## src/efm_pkg.sv

```systemverilog
// Functional notes
// - report event only if its mask weight set
// - start outputs weigh 1..128, mask 85
// - trip outputs weigh 1..128, mask 85
// - recovery events weigh 1..16, mask 11
// - event register overflow raises its own event
// - system events always reported, never masked
// - every setting write is range checked
// - out of range value ignored, old kept
// - bus setting writes need password 1..999
// - matching value on open parameter opens
// - writing close parameter closes password
// - power interruption closes password
// - panel password entry overwrites stored one
// - seven wrong tries zero and lock password
// - bus writes only to writable parameters
// - data, settings and status readable by bus
package efm_pkg;

  // ***************************************************
  // parameter numbers and limits
  // ***************************************************
  localparam logic [7:0]  PRM_START_MASK = 8'h9D;
  localparam logic [7:0]  PRM_TRIP_MASK  = 8'h9E;
  localparam logic [7:0]  PRM_REC_MASK   = 8'h9F;
  localparam logic [7:0]  PRM_PW_OPEN    = 8'hA0;
  localparam logic [7:0]  PRM_PW_CLOSE   = 8'hA1;
  localparam logic [7:0]  PRM_OUT_STATE  = 8'h01;
  localparam logic [7:0]  PRM_PW_STATE   = 8'h02;
  localparam logic [7:0]  START_MASK_RST = 8'h55;
  localparam logic [7:0]  TRIP_MASK_RST  = 8'h55;
  localparam logic [4:0]  REC_MASK_RST   = 5'h0B;
  localparam logic [15:0] OUT_MASK_MAX   = 16'h00FF;
  localparam logic [15:0] REC_MASK_MAX   = 16'h001F;
  localparam logic [15:0] PW_MIN         = 16'h0001;
  localparam logic [15:0] PW_MAX         = 16'h03E7;
  localparam logic [9:0]  PW_RST         = 10'h001;
  localparam logic [9:0]  PW_ZERO        = 10'h000;
  localparam logic [2:0]  PW_TRIES       = 3'h7;

  // ***************************************************
  // event register layout and codes
  // ***************************************************
  localparam int          EV_NUM        = 23;
  localparam int          EV_TRIP_BASE  = 8;
  localparam int          EV_REC_BASE   = 16;
  localparam int          EV_RESTART    = 21;
  localparam int          EV_OVERFLOW   = 22;
  localparam logic [22:0] EV_PEND_RST   = 23'h200000;
  localparam logic [7:0]  CODE_EV_BASE  = 8'h19;
  localparam logic [7:0]  CODE_SYS_BASE = 8'h32;

  typedef enum logic [2:0] {
    PW_CLOSED = 3'b001,
    PW_OPENED = 3'b010,
    PW_LOCKED = 3'b100
  } efm_pw_t;

  typedef struct packed {
    logic        valid;
    logic        write;
    logic [7:0]  param;
    logic [15:0] data;
  } efm_req_t;

  typedef struct packed {
    logic        valid;
    logic        err;
    logic [15:0] data;
  } efm_rsp_t;

  typedef struct packed {
    logic       valid;
    logic [7:0] code;
  } efm_evt_t;

endpackage : efm_pkg

```

## src/efm_event_gate.sv

```systemverilog
`timescale 1ns/10ps
module efm_event_gate (
  input  wire logic            sys_clk,
  input  wire logic            rst_b,
  input  wire logic [3:0]      startOut,
  input  wire logic [3:0]      tripOut,
  input  wire logic [4:0]      recEvent,
  input  wire logic            powerFail,
  input  wire efm_pkg::efm_req_t busReq,
  output efm_pkg::efm_rsp_t    busRsp,
  input  wire efm_pkg::efm_req_t panelReq,
  output efm_pkg::efm_evt_t    evOut,
  input  wire logic            evReady,
  output logic                 pwOpen
);

  // ***************************************************
  // helpers
  // ***************************************************
  // lowest pending event index
  function automatic logic [4:0] firstIdx(input logic [22:0] v);
    logic [4:0] r;
    r = 5'h00;
    for (int i = efm_pkg::EV_NUM - 1; i >= 0; i--) begin
      if (v[i]) begin
        r = 5'(i);
      end
    end
    return r;
  endfunction : firstIdx

  // event index to transmitted code
  function automatic logic [7:0] codeOf(input logic [4:0] idx);
    logic [7:0] r;
    if (idx < 5'(efm_pkg::EV_RESTART)) begin
      r = efm_pkg::CODE_EV_BASE + {3'h0, idx};
    end else begin
      r = efm_pkg::CODE_SYS_BASE + {3'h0, idx} - 8'(efm_pkg::EV_RESTART);
    end
    return r;
  endfunction : codeOf

  // ***************************************************
  // state
  // ***************************************************
  logic [7:0]        startMask, next_startMask;
  logic [7:0]        tripMask,  next_tripMask;
  logic [4:0]        recMask,   next_recMask;
  logic [9:0]        pwValue,   next_pwValue;
  logic [2:0]        tries,     next_tries;
  efm_pkg::efm_pw_t  pwState,   next_pwState;
  efm_pkg::efm_rsp_t next_busRsp;
  logic [3:0]        prevStart, prevTrip;
  logic [22:0]       pending,   next_pending;
  logic [22:0]       newEv,     taken;
  logic              ovf,       takeOk;
  efm_pkg::efm_evt_t next_evOut;

  assign pwOpen = (pwState == efm_pkg::PW_OPENED);

  // ***************************************************
  // event capture and output
  // ***************************************************
  // edge detect, weight mask, overflow, pick next
  always_comb begin
    newEv = '0;
    for (int k = 0; k < 4; k++) begin
      newEv[2*k]   = startOut[k] & ~prevStart[k] & startMask[2*k];
      newEv[2*k+1] = ~startOut[k] & prevStart[k] & startMask[2*k+1];
      newEv[efm_pkg::EV_TRIP_BASE+2*k]   = tripOut[k] & ~prevTrip[k]
                                           & tripMask[2*k];
      newEv[efm_pkg::EV_TRIP_BASE+2*k+1] = ~tripOut[k] & prevTrip[k]
                                           & tripMask[2*k+1];
    end
    for (int j = 0; j < 5; j++) begin
      newEv[efm_pkg::EV_REC_BASE+j] = recEvent[j] & recMask[j];
    end
    takeOk = ~evOut.valid | evReady;
    taken  = '0;
    next_evOut = evOut;
    if (takeOk) begin
      next_evOut.valid = 1'b0;
      if (|pending) begin
        taken[firstIdx(pending)] = 1'b1;
        next_evOut.valid = 1'b1;
        next_evOut.code  = codeOf(firstIdx(pending));
      end
    end
    // a repeat that finds its bit still waiting is lost
    ovf = |(newEv & pending & ~taken);
    next_pending = (pending & ~taken) | newEv;
    if (ovf) begin
      next_pending[efm_pkg::EV_OVERFLOW] = 1'b1;
    end
  end

  // event registers, restart pending after reset
  always_ff @(posedge sys_clk) begin
    if (!rst_b) begin
      prevStart <= 4'h0;
      prevTrip  <= 4'h0;
      pending   <= efm_pkg::EV_PEND_RST;
      evOut     <= '0;
    end else begin
      prevStart <= startOut;
      prevTrip  <= tripOut;
      pending   <= next_pending;
      evOut     <= next_evOut;
    end
  end

  // ***************************************************
  // parameter access and password
  // ***************************************************
  // bus requests, then panel, then power fail
  always_comb begin
    next_startMask = startMask;
    next_tripMask  = tripMask;
    next_recMask   = recMask;
    next_pwValue   = pwValue;
    next_tries     = tries;
    next_pwState   = pwState;
    next_busRsp    = '0;
    if (busReq.valid) begin
      next_busRsp.valid = 1'b1;
      if (busReq.write) begin
        case (busReq.param)
          efm_pkg::PRM_START_MASK, efm_pkg::PRM_TRIP_MASK: begin
            if (pwState != efm_pkg::PW_OPENED) begin
              next_busRsp.err = 1'b1;
            end else if (busReq.data > efm_pkg::OUT_MASK_MAX) begin
              next_busRsp.err = 1'b1;
            end else if (busReq.param == efm_pkg::PRM_START_MASK) begin
              next_startMask = busReq.data[7:0];
            end else begin
              next_tripMask = busReq.data[7:0];
            end
          end
          efm_pkg::PRM_REC_MASK: begin
            if (pwState != efm_pkg::PW_OPENED) begin
              next_busRsp.err = 1'b1;
            end else if (busReq.data > efm_pkg::REC_MASK_MAX) begin
              next_busRsp.err = 1'b1;
            end else begin
              next_recMask = busReq.data[4:0];
            end
          end
          efm_pkg::PRM_PW_OPEN: begin
            if (pwState == efm_pkg::PW_LOCKED) begin
              next_busRsp.err = 1'b1;
            end else if (busReq.data == {6'h00, pwValue}) begin
              next_pwState = efm_pkg::PW_OPENED;
              next_tries   = 3'h0;
            end else begin
              next_busRsp.err = 1'b1;
              next_tries      = tries + 3'h1;
              if (next_tries == efm_pkg::PW_TRIES) begin
                next_pwValue = efm_pkg::PW_ZERO;
                next_pwState = efm_pkg::PW_LOCKED;
                next_tries   = 3'h0;
              end
            end
          end
          efm_pkg::PRM_PW_CLOSE: begin
            // new value taken only while open
            if (pwState == efm_pkg::PW_OPENED &&
                busReq.data >= efm_pkg::PW_MIN &&
                busReq.data <= efm_pkg::PW_MAX) begin
              next_pwValue = busReq.data[9:0];
              next_tries   = 3'h0;
            end
            if (pwState == efm_pkg::PW_OPENED) begin
              next_pwState = efm_pkg::PW_CLOSED;
            end
          end
          default: begin
            next_busRsp.err = 1'b1;
          end
        endcase
      end else begin
        case (busReq.param)
          efm_pkg::PRM_START_MASK: next_busRsp.data = {8'h00, startMask};
          efm_pkg::PRM_TRIP_MASK:  next_busRsp.data = {8'h00, tripMask};
          efm_pkg::PRM_REC_MASK:   next_busRsp.data = {11'h000, recMask};
          efm_pkg::PRM_OUT_STATE:  next_busRsp.data = {8'h00, tripOut, startOut};
          efm_pkg::PRM_PW_STATE:   next_busRsp.data = {13'h0000, pwState};
          default:                 next_busRsp.err  = 1'b1;
        endcase
      end
    end
    // panel writes need no password, still range checked
    if (panelReq.valid && panelReq.write) begin
      case (panelReq.param)
        efm_pkg::PRM_START_MASK: begin
          if (panelReq.data <= efm_pkg::OUT_MASK_MAX) begin
            next_startMask = panelReq.data[7:0];
          end
        end
        efm_pkg::PRM_TRIP_MASK: begin
          if (panelReq.data <= efm_pkg::OUT_MASK_MAX) begin
            next_tripMask = panelReq.data[7:0];
          end
        end
        efm_pkg::PRM_REC_MASK: begin
          if (panelReq.data <= efm_pkg::REC_MASK_MAX) begin
            next_recMask = panelReq.data[4:0];
          end
        end
        efm_pkg::PRM_PW_CLOSE: begin
          if (panelReq.data >= efm_pkg::PW_MIN &&
              panelReq.data <= efm_pkg::PW_MAX) begin
            next_pwValue = panelReq.data[9:0];
            next_tries   = 3'h0;
            if (next_pwState == efm_pkg::PW_LOCKED) begin
              next_pwState = efm_pkg::PW_CLOSED;
            end
          end
        end
        default: begin
        end
      endcase
    end
    if (powerFail && next_pwState == efm_pkg::PW_OPENED) begin
      next_pwState = efm_pkg::PW_CLOSED;
    end
  end

  // setting and password registers
  always_ff @(posedge sys_clk) begin
    if (!rst_b) begin
      startMask <= efm_pkg::START_MASK_RST;
      tripMask  <= efm_pkg::TRIP_MASK_RST;
      recMask   <= efm_pkg::REC_MASK_RST;
      pwValue   <= efm_pkg::PW_RST;
      tries     <= 3'h0;
      pwState   <= efm_pkg::PW_CLOSED;
      busRsp    <= '0;
    end else begin
      startMask <= next_startMask;
      tripMask  <= next_tripMask;
      recMask   <= next_recMask;
      pwValue   <= next_pwValue;
      tries     <= next_tries;
      pwState   <= next_pwState;
      busRsp    <= next_busRsp;
    end
  end

  // ***************************************************
  // checks
  // ***************************************************
  logic quiet;
  assign quiet = ~panelReq.valid & ~powerFail;

  a_start_rise: assert property (@(posedge sys_clk) disable iff (!rst_b)
    (startOut[0] && !prevStart[0] && startMask[0]) |=> pending[0])
    else $error("start rise not pending");

  a_trip_fall: assert property (@(posedge sys_clk) disable iff (!rst_b)
    (!tripOut[3] && prevTrip[3] && tripMask[7]) |=> pending[15])
    else $error("trip fall not pending");

  a_rec_event: assert property (@(posedge sys_clk) disable iff (!rst_b)
    (recEvent[0] && recMask[0]) |=> pending[16])
    else $error("recovery event not pending");

  a_mask_drop: assert property (@(posedge sys_clk) disable iff (!rst_b)
    (!startOut[0] && prevStart[0] && !startMask[1] && !pending[1]) |=> !pending[1])
    else $error("masked event reported");

  a_ovf_event: assert property (@(posedge sys_clk) disable iff (!rst_b)
    (|(newEv & pending & ~taken)) |=> pending[22])
    else $error("overflow not raised");

  a_restart_ev: assert property (@(posedge sys_clk) disable iff (!rst_b)
    !$past(rst_b) |-> pending[21] ##1 (evOut.valid && evOut.code == efm_pkg::CODE_SYS_BASE))
    else $error("restart not queued");

  a_range_keep: assert property (@(posedge sys_clk) disable iff (!rst_b)
    (busReq.valid && busReq.write && busReq.param == efm_pkg::PRM_START_MASK &&
     busReq.data > efm_pkg::OUT_MASK_MAX && quiet)
    |=> (busRsp.err && $stable(startMask)))
    else $error("out of range stored");

  a_closed_ro: assert property (@(posedge sys_clk) disable iff (!rst_b)
    (busReq.valid && busReq.write && busReq.param == efm_pkg::PRM_REC_MASK &&
     !pwOpen && quiet) |=> (busRsp.err && $stable(recMask)))
    else $error("write taken while closed");

  a_open_match: assert property (@(posedge sys_clk) disable iff (!rst_b)
    (busReq.valid && busReq.write && busReq.param == efm_pkg::PRM_PW_OPEN &&
     pwState != efm_pkg::PW_LOCKED && busReq.data == {6'h00, pwValue} && quiet)
    |=> (pwOpen && tries == 3'h0))
    else $error("matching password not opened");

  a_close_pw: assert property (@(posedge sys_clk) disable iff (!rst_b)
    (busReq.valid && busReq.write && busReq.param == efm_pkg::PRM_PW_CLOSE) |=> !pwOpen)
    else $error("close did not close");

  a_power_close: assert property (@(posedge sys_clk) disable iff (!rst_b)
    powerFail |=> !pwOpen)
    else $error("power fail left open");

  a_lockout: assert property (@(posedge sys_clk) disable iff (!rst_b)
    (busReq.valid && busReq.write && busReq.param == efm_pkg::PRM_PW_OPEN &&
     busReq.data != {6'h00, pwValue} && tries == efm_pkg::PW_TRIES - 3'h1 &&
     !pwOpen && quiet)
    |=> (pwState == efm_pkg::PW_LOCKED && pwValue == efm_pkg::PW_ZERO))
    else $error("seventh wrong try not locked");

  a_rsp_next: assert property (@(posedge sys_clk) disable iff (!rst_b)
    busReq.valid |=> busRsp.valid)
    else $error("no response");

endmodule : efm_event_gate

```

## config.mk

```make
export PLATFORM = sky130hd
export DESIGN_NAME = efm_event_gate
export DESIGN_NICKNAME = d
export VERILOG_FILES = /design/src/efm_pkg.sv /design/src/efm_event_gate.sv
export SDC_FILE = /design/constraint.sdc
export NUM_CORES = 1
export LEC_CHECK = 0
export ABC_AREA = 1
export BUFFER_PORTS_ARGS = -buffer_cell sky130_fd_sc_hd__buf_2
export CAP_MARGIN = 20
export CORE_ASPECT_RATIO = 2
export CORE_MARGIN = 5
export CORE_UTILIZATION = 62
export CTS_BUF_LIST = sky130_fd_sc_hd__clkbuf_8
export DETAILED_ROUTE_END_ITERATION = 7
export MAX_ROUTING_LAYER = met4
export PLACE_DENSITY = 0.85
export SYNTH_ARGS = -nofsm -noshare
export SYNTH_HDL_FRONTEND = slang
export SYNTH_SLANG_ARGS = --single-unit
```

## constraint.sdc

```tcl
create_clock -name sys_clk -period 6.1 [get_ports sys_clk]
set_clock_uncertainty 0.05 [all_clocks]
set_input_delay 1.22 -clock sys_clk [delete_from_list [all_inputs] [get_ports sys_clk]]
set_output_delay 1.22 -clock sys_clk [all_outputs]
set_load 0.01 [all_outputs]
```

# Yosys cells after proc, flatten, opt, wreduce, memory -nomap -nowiden
# Index checks and enable logic that the tools add are counted.
[op_classes]
addsub = 4
order_cmp = 11
eq_ne = 18
muxes = 101
bitwise = 62
n_reduce_logical = 14
[ops]
columns = ["op", "n"]
rows = [
  ["two-way mux 5 bit", 33],
  ["two-way mux 8 bit", 20],
  ["two-way mux 10 bit", 9],
  ["== test 8 bit, second input constant", 9],
  ["two-way mux 3 bit", 19],
  ["bitwise AND 23 bit", 2],
  ["two-way mux 23 bit", 2],
  ["OR reduction 23 bit", 2],
  ["one-hot mux 8 bit (5 select lines)", 1],
  ["bitwise AND 1 bit", 37],
  [">= comparator 16 x 1 -> 1 bit, second input constant", 2],
  ["less-or-equal comparator 16 x 10 -> 1 bit, second input constant", 2],
  ["bitwise AND 21 x 23 -> 23 bit", 1],
  ["inverter 23 bit", 1],
  ["bitwise OR 23 x 21 -> 23 bit", 1],
  ["one-hot mux 10 bit (2 select lines)", 1],
  ["inverter 1 bit", 19],
  ["two-way mux 18 bit", 1],
  ["== test 16 x 10 -> 1 bit", 1],
  ["greater-than comparator 16 x 5 -> 1 bit, second input constant", 1],
  ["greater-than comparator 16 x 8 -> 1 bit, second input constant", 1],
  ["less-or-equal comparator 16 x 5 -> 1 bit, second input constant", 1],
  ["less-or-equal comparator 16 x 8 -> 1 bit, second input constant", 1],
  ["one-hot mux 3 bit (2 select lines)", 2],
  ["other kinds (22)", 41],
]
[word_totals]
register_bits = 95
inputBits = 69
out_inout_bits = 28
wordCells = 224

# Depth between registers and ports, before layout
[logic_depth]
depth_word = 35
ltp_mapped = 33
mapped_depth_nobuf = 33

# Worst setup path after synthesis
# OpenSTA, ideal clock, no wires.
[synth_path]
kind = "in2reg"
start = "input busReq[15] in the netlist's numbering"
end = "register pwState[1]"
setup_ps = 125
t_arrival_ps = 2651
required_time_ps = 5925
setup_slack_ps = 3275
cell_stages = 11
path_buffers = 0
cell_sequence = "or2_1 -> nor2_2 -> nand2_2 -> nor4_2 -> nand2_2 -> clkinv_2 -> a21oi_2 -> nand3_1 -> nand2_2 -> o41ai_2 -> nor2_1"
[synth_between]
elab_chain_cells = 14
[synth_rtl]
columns = ["element", "line_no", "source"]
rows = [
  ["from (decl)", "efm_event_gate.sv:9", "input wire efm_pkg::efm_req_t busReq,"],
  ["== test 16 x 10 -> 1 bit *", "efm_event_gate.sv:151", "end else if (busReq.data == {6'h00, pwValue}) begin"],
  ["two-way mux 3 bit *", "efm_event_gate.sv:151", ""],
  ["two-way mux 3 bit *", "efm_event_gate.sv:149", "if (pwState == efm_pkg::PW_LOCKED) begin"],
  ["one-hot mux 3 bit (2 select lines) *", "efm_event_gate.sv:127", "case (busReq.param)"],
  ["two-way mux 3 bit *", "efm_event_gate.sv:126", "if (busReq.write) begin"],
  ["two-way mux 3 bit *", "efm_event_gate.sv:124", "if (busReq.valid) begin"],
  ["== test 3 bit", "efm_event_gate.sv:214", "if (next_pwState == efm_pkg::PW_LOCKED) begin"],
  ["two-way mux 3 bit", "efm_event_gate.sv:214", ""],
  ["two-way mux 3 bit", "efm_event_gate.sv:210", "if (panelReq.data >= efm_pkg::PW_MIN &&"],
  ["two-way mux 3 bit", "efm_event_gate.sv:193", "case (panelReq.param)"],
  ["two-way mux 3 bit *", "efm_event_gate.sv:192", "if (panelReq.valid && panelReq.write) begin"],
  ["== test 3 x 2 -> 1 bit", "efm_event_gate.sv:223", "if (powerFail && next_pwState == efm_pkg::PW_OPENED) begin"],
  ["logical AND 1 bit", "efm_event_gate.sv:223", ""],
  ["OR reduction 2 bit (no line)", "--", ""],
  ["to (signal assigned)", "efm_event_gate.sv:236", "pwState <= efm_pkg::PW_CLOSED;"],
  ["to (signal assigned)", "efm_event_gate.sv:244", "pwState <= next_pwState;"],
  ["to (decl)", "efm_event_gate.sv:51", "efm_pkg::efm_pw_t pwState, next_pwState;"],
]
# Every way passes the cells marked *; elsewhere a longest branch is shown, timed or not.
# A chain may end at the register's enable or synchronous reset.

# Final worst setup path
[layout_path]
start = "register pending[19]"
end = "register pending[22]"
[layout_between]
elab_chain_cells = 32
elab_cells_between_ends = 37
cone_classes = "2 x order compare; 27 x mux; 5 x bitwise; 3 x reduce/logical"
[layout_rtl]
columns = ["element", "line_no", "source"]
rows = [
  ["from (decl)", "efm_event_gate.sv:54", "logic [22:0] pending, next_pending;"],
  ["from (signal assigned)", "efm_event_gate.sv:102", "pending <= efm_pkg::EV_PEND_RST;"],
  ["from (signal assigned)", "efm_event_gate.sv:107", "pending <= next_pending;"],
  ["two-way mux 5 bit (20 in series)", "efm_event_gate.sv:25", "if (v[i]) begin"],
  ["two-way mux 5 bit", "efm_event_gate.sv:83", "if (|pending) begin"],
  ["two-way mux 5 bit", "efm_event_gate.sv:81", "if (takeOk) begin"],
  ["less-than comparator 5 x 6 -> 1 bit (not written as such) or >= comparator 5 x 1 -> 1 bit (tied branches)", "efm_event_gate.sv:84", "taken[firstIdx(pending)] = 1'b1;"],
  ["logical AND 1 bit (not written as such)", "efm_event_gate.sv:84", ""],
  ["two-way mux 1 bit (not written as such)", "efm_event_gate.sv:84", ""],
  ["demux 1 bit (select 5 bit)", "efm_event_gate.sv:84", ""],
  ["two-way mux 23 bit", "efm_event_gate.sv:83", ""],
  ["two-way mux 23 bit", "efm_event_gate.sv:81", ""],
  ["inverter 23 bit", "efm_event_gate.sv:90, efm_event_gate.sv:91", ""],
  ["bitwise AND 23 bit, on equally long branches", "efm_event_gate.sv:90, efm_event_gate.sv:91", ""],
  ["OR reduction 23 bit or bitwise OR 23 x 21 -> 23 bit (tied branches)", "efm_event_gate.sv:90, efm_event_gate.sv:91", ""],
  ["two-way mux 1 bit *", "efm_event_gate.sv:92", "if (ovf) begin"],
]
# Every way passes the cells marked *; elsewhere a longest branch is shown, timed or not. The select of a mux whose other input is x is not followed.

==> results.cfg <==
[outcome]
status = finished, final reports clean

[floorplanning]
core_sq_um = 8233
num_rows = 47
io_pins = 97
die_h_microns = 139.5
chipWidth_microns = 74.77
die_area_sq_um = 10430
initial_core_util_pct = 63.18

[grt]
grtUsageTotal_pct = 37.96
grt_pass1_vias = 5949
overflow = 0
grt_pass1_wl_microns = 29080
antenna_found_initial = 0
grt_max_degree = 41

[routing]
post_drt_wl_per_cell_microns = 18.86
firstDrtPassIters = 5
wl_microns = 18370
via_count = 5890
drt_iter0_markers = 466
drcViolationCount = 0
vias_per_cell = 6.047
ant_nets = 0

[clocking]
cts_setup_buffers = 0
cts_resized = 0
tritoncts = done
cts_buffer_depth = 2
clock_sink_count = 85
cts-root-buf = clkbuf_8
ctsHoldBuffers = 0
insertion_delay_ns = 0.36
clk_pin_slew_ns = 0.09
numCtsBuffers = 9
h-tree-depth = 3

[final_layout]
final_core_util_pct = 71.31
final_cell_mix = nand2_1, inv_1, buf_2, dfxtp_1, nor2_1
nNetsFinal = 946
num_antenna_cells = 0
layout_commonest_cell = nand2_1
areaGrowthSynthToFinish_pct = 12.87
drive_gt1_share_pct = 15.75

[power]
power_density_nw_per_um2 = 206.0
total_leakage_power_nw = 2.743
max-vdd-ir-drop_uv = 156.8

[timing]
hold_viol = 0
period_needed_ns = 3.809
rsz0062_at_grt = no
tightestPinTransition_ns = 0.9725
setup_slack_ns = 2.291
slew_headroom_pct = 34.77
timing.hold.ws_ns = 0.4412
setup_viol = 0
drv_slew = 0
fmax_mhz = 262.5
fin_crit_sh_pct = 62.44
setup_tns_ns = 0

[logic_synthesis]
yosysWarnings = 0
syn_area_per_cell_sq_um = 6.601
yosysSeqAreaShare_pct = 32.72
yosysUniqueCellTypes = 50
synthCells = 788
netlist_area_sq_um = 5201
synth-seq-cells = 85

[setup_path]
worstSetupPathType = flip-flop to flip-flop
cp_max_fo = 5
cpMaxStageDelayCell = o31ai_1
reg2regPathDepth = 28
critPathRequiredTime_ns = 6.26
worstSetupStartpoint = pending[19]
cpMostUsedCell = nand2_1
regToRegStartpoint = pending[19]
worst_setup_path_end_kind = flip-flop
rrSetupSlack_ns = 2.29
slowest_delay_ns = 0.77
cp.arrival_ns = 3.97
cp-start-kind = flip-flop

[min_path]
hp-class = flip-flop to flip-flop
hp-start = tripMask[5]
hold_depth = 2

[placed_design]
portBuffers = 86
pre_cts_slack_ns = 2.630
hpwl_microns = 14650
gp_congestion = 1.024

[run]
cap_violations = 0
[final timing paths]
check,to
setup / recovery,pending[22]
hold / removal,busRsp[5]
setup reg to reg,pending[22]
hold reg to reg,busRsp[5]
[final cells by class]
| cell class | instances | area, sq um |
|---|---|---|
| Multi-Input combinational cell | 553 | 2897 |
| Fill cell | 729 | 2362 |
| Sequential cell | 85 | 1702 |
| Inverter | 136 | 511.7 |
| Timing Repair Buffer | 86 | 430.4 |
| Clock buffer | 9 | 123.9 |
| Tap cell | 98 | 122.6 |
| Clock inverter | 7 | 83.83 |
[synthesized netlist by cell type, drive strengths merged]
| cell type | instances | area share, % |
|---|---|---|
| dfxtp | 85 | 33 |
| o211a | 1 | 0.19 |
| nand4 | 15 | 1.8 |
| clkbuf | 12 | 0.87 |
| conb | 1 | 0.072 |
| a22oi | 1 | 0.14 |
| a41oi | 6 | 1.0 |
| o41ai | 1 | 0.31 |
| inv | 134 | 9.7 |
| o21a | 1 | 0.14 |
| o221ai | 4 | 0.67 |
| ha | 6 | 1.4 |
| o22ai | 9 | 1.1 |
| xor2 | 6 | 1.0 |
| o211ai | 22 | 3.2 |
| or2 | 4 | 0.48 |
| clkinv | 2 | 0.17 |
| nand2 | 167 | 12 |
| nor3 | 24 | 2.7 |
| xnor2 | 4 | 0.67 |
| a2bb2oi | 1 | 0.29 |
| o21ai | 43 | 4.4 |
| nand3b | 1 | 0.14 |
| a31oi | 10 | 1.2 |
| a21oi | 49 | 4.8 |
| o31ai | 4 | 0.58 |
| a221oi | 5 | 0.96 |
| nor2 | 89 | 7.0 |
| nand3 | 49 | 5.0 |
| o2111ai | 3 | 0.51 |
| buf | 11 | 1.5 |
| a32oi | 9 | 1.5 |
| nor4 | 8 | 1.2 |
| o21bai | 1 | 0.14 |
[logic make-up after synthesis]
| kind of cell | share of synthesized area, % |
|---|---|
| adder cells (fa/ha/maj) | 1.443 |
| other | 0.07210 |
| flip-flops | 32.72 |
| XOR/XNOR | 1.684 |
| buffers and inverters | 12.24 |
| AND/OR/NAND/NOR | 30.70 |
| AO/OA/AOI/OAI | 21.15 |
[report_power, final]
part / internal [W] / total [W] / switching (W)
Clock: 0.000196 / 0.000420 / 0.000225
Sequential: 0.000571 / 0.000582 / 0.0000110
Combinational: 0.0000632 / 0.000207 / 0.000144
Total: 0.000830 / 0.00121 / 0.000379
[per-stage QoR]
step | cells | power [W] | cell area (sq um)
6_report | 974 | 0.001209 | 5871
5_1_grt | 974 | 0.001263 | 5871
4_1_cts | 974 | 0.001206 | 5871
3_5_place_dp | 958 | 0.0007955 | 5663
3_3_place_gp | 958 | 0.0007912 | 5663
2_1_floorplan | 797 | 0.0007138 | 5235
[metal layers]
layer | track usage (%) | part of all wire, % | wire length, microns
met3 | 8.375 | 6.3 | 1155
met1 | 34.36 | 31 | 5639
met2 | 64.32 | 54 | 9917
met5 | - | 0 | 0
met4 | 30.58 | 9.0 | 1659
[critical path, delay by kind of cell, from the launching register on]
family                   cells  cell delay [ns]
AND/OR/NAND/NOR             21             1.49
AO/OA/AOI/OAI                3             1.07
flip-flops                   1             0.56
buffers and inverters        3             0.30
adder cells (fa/ha/maj)      1             0.18
[flip-flops by register name (all words and copies together) (netlist names)]
name / flops
tries: 3
evOut: 7
pwValue: 10
pwState: 3
recMask: 5
pending: 23
prevStart: 4
busRsp: 10
startMask: 8
prevTrip: 4
tripMask: 8
Note: power is estimated with default switching activity, not from simulation.
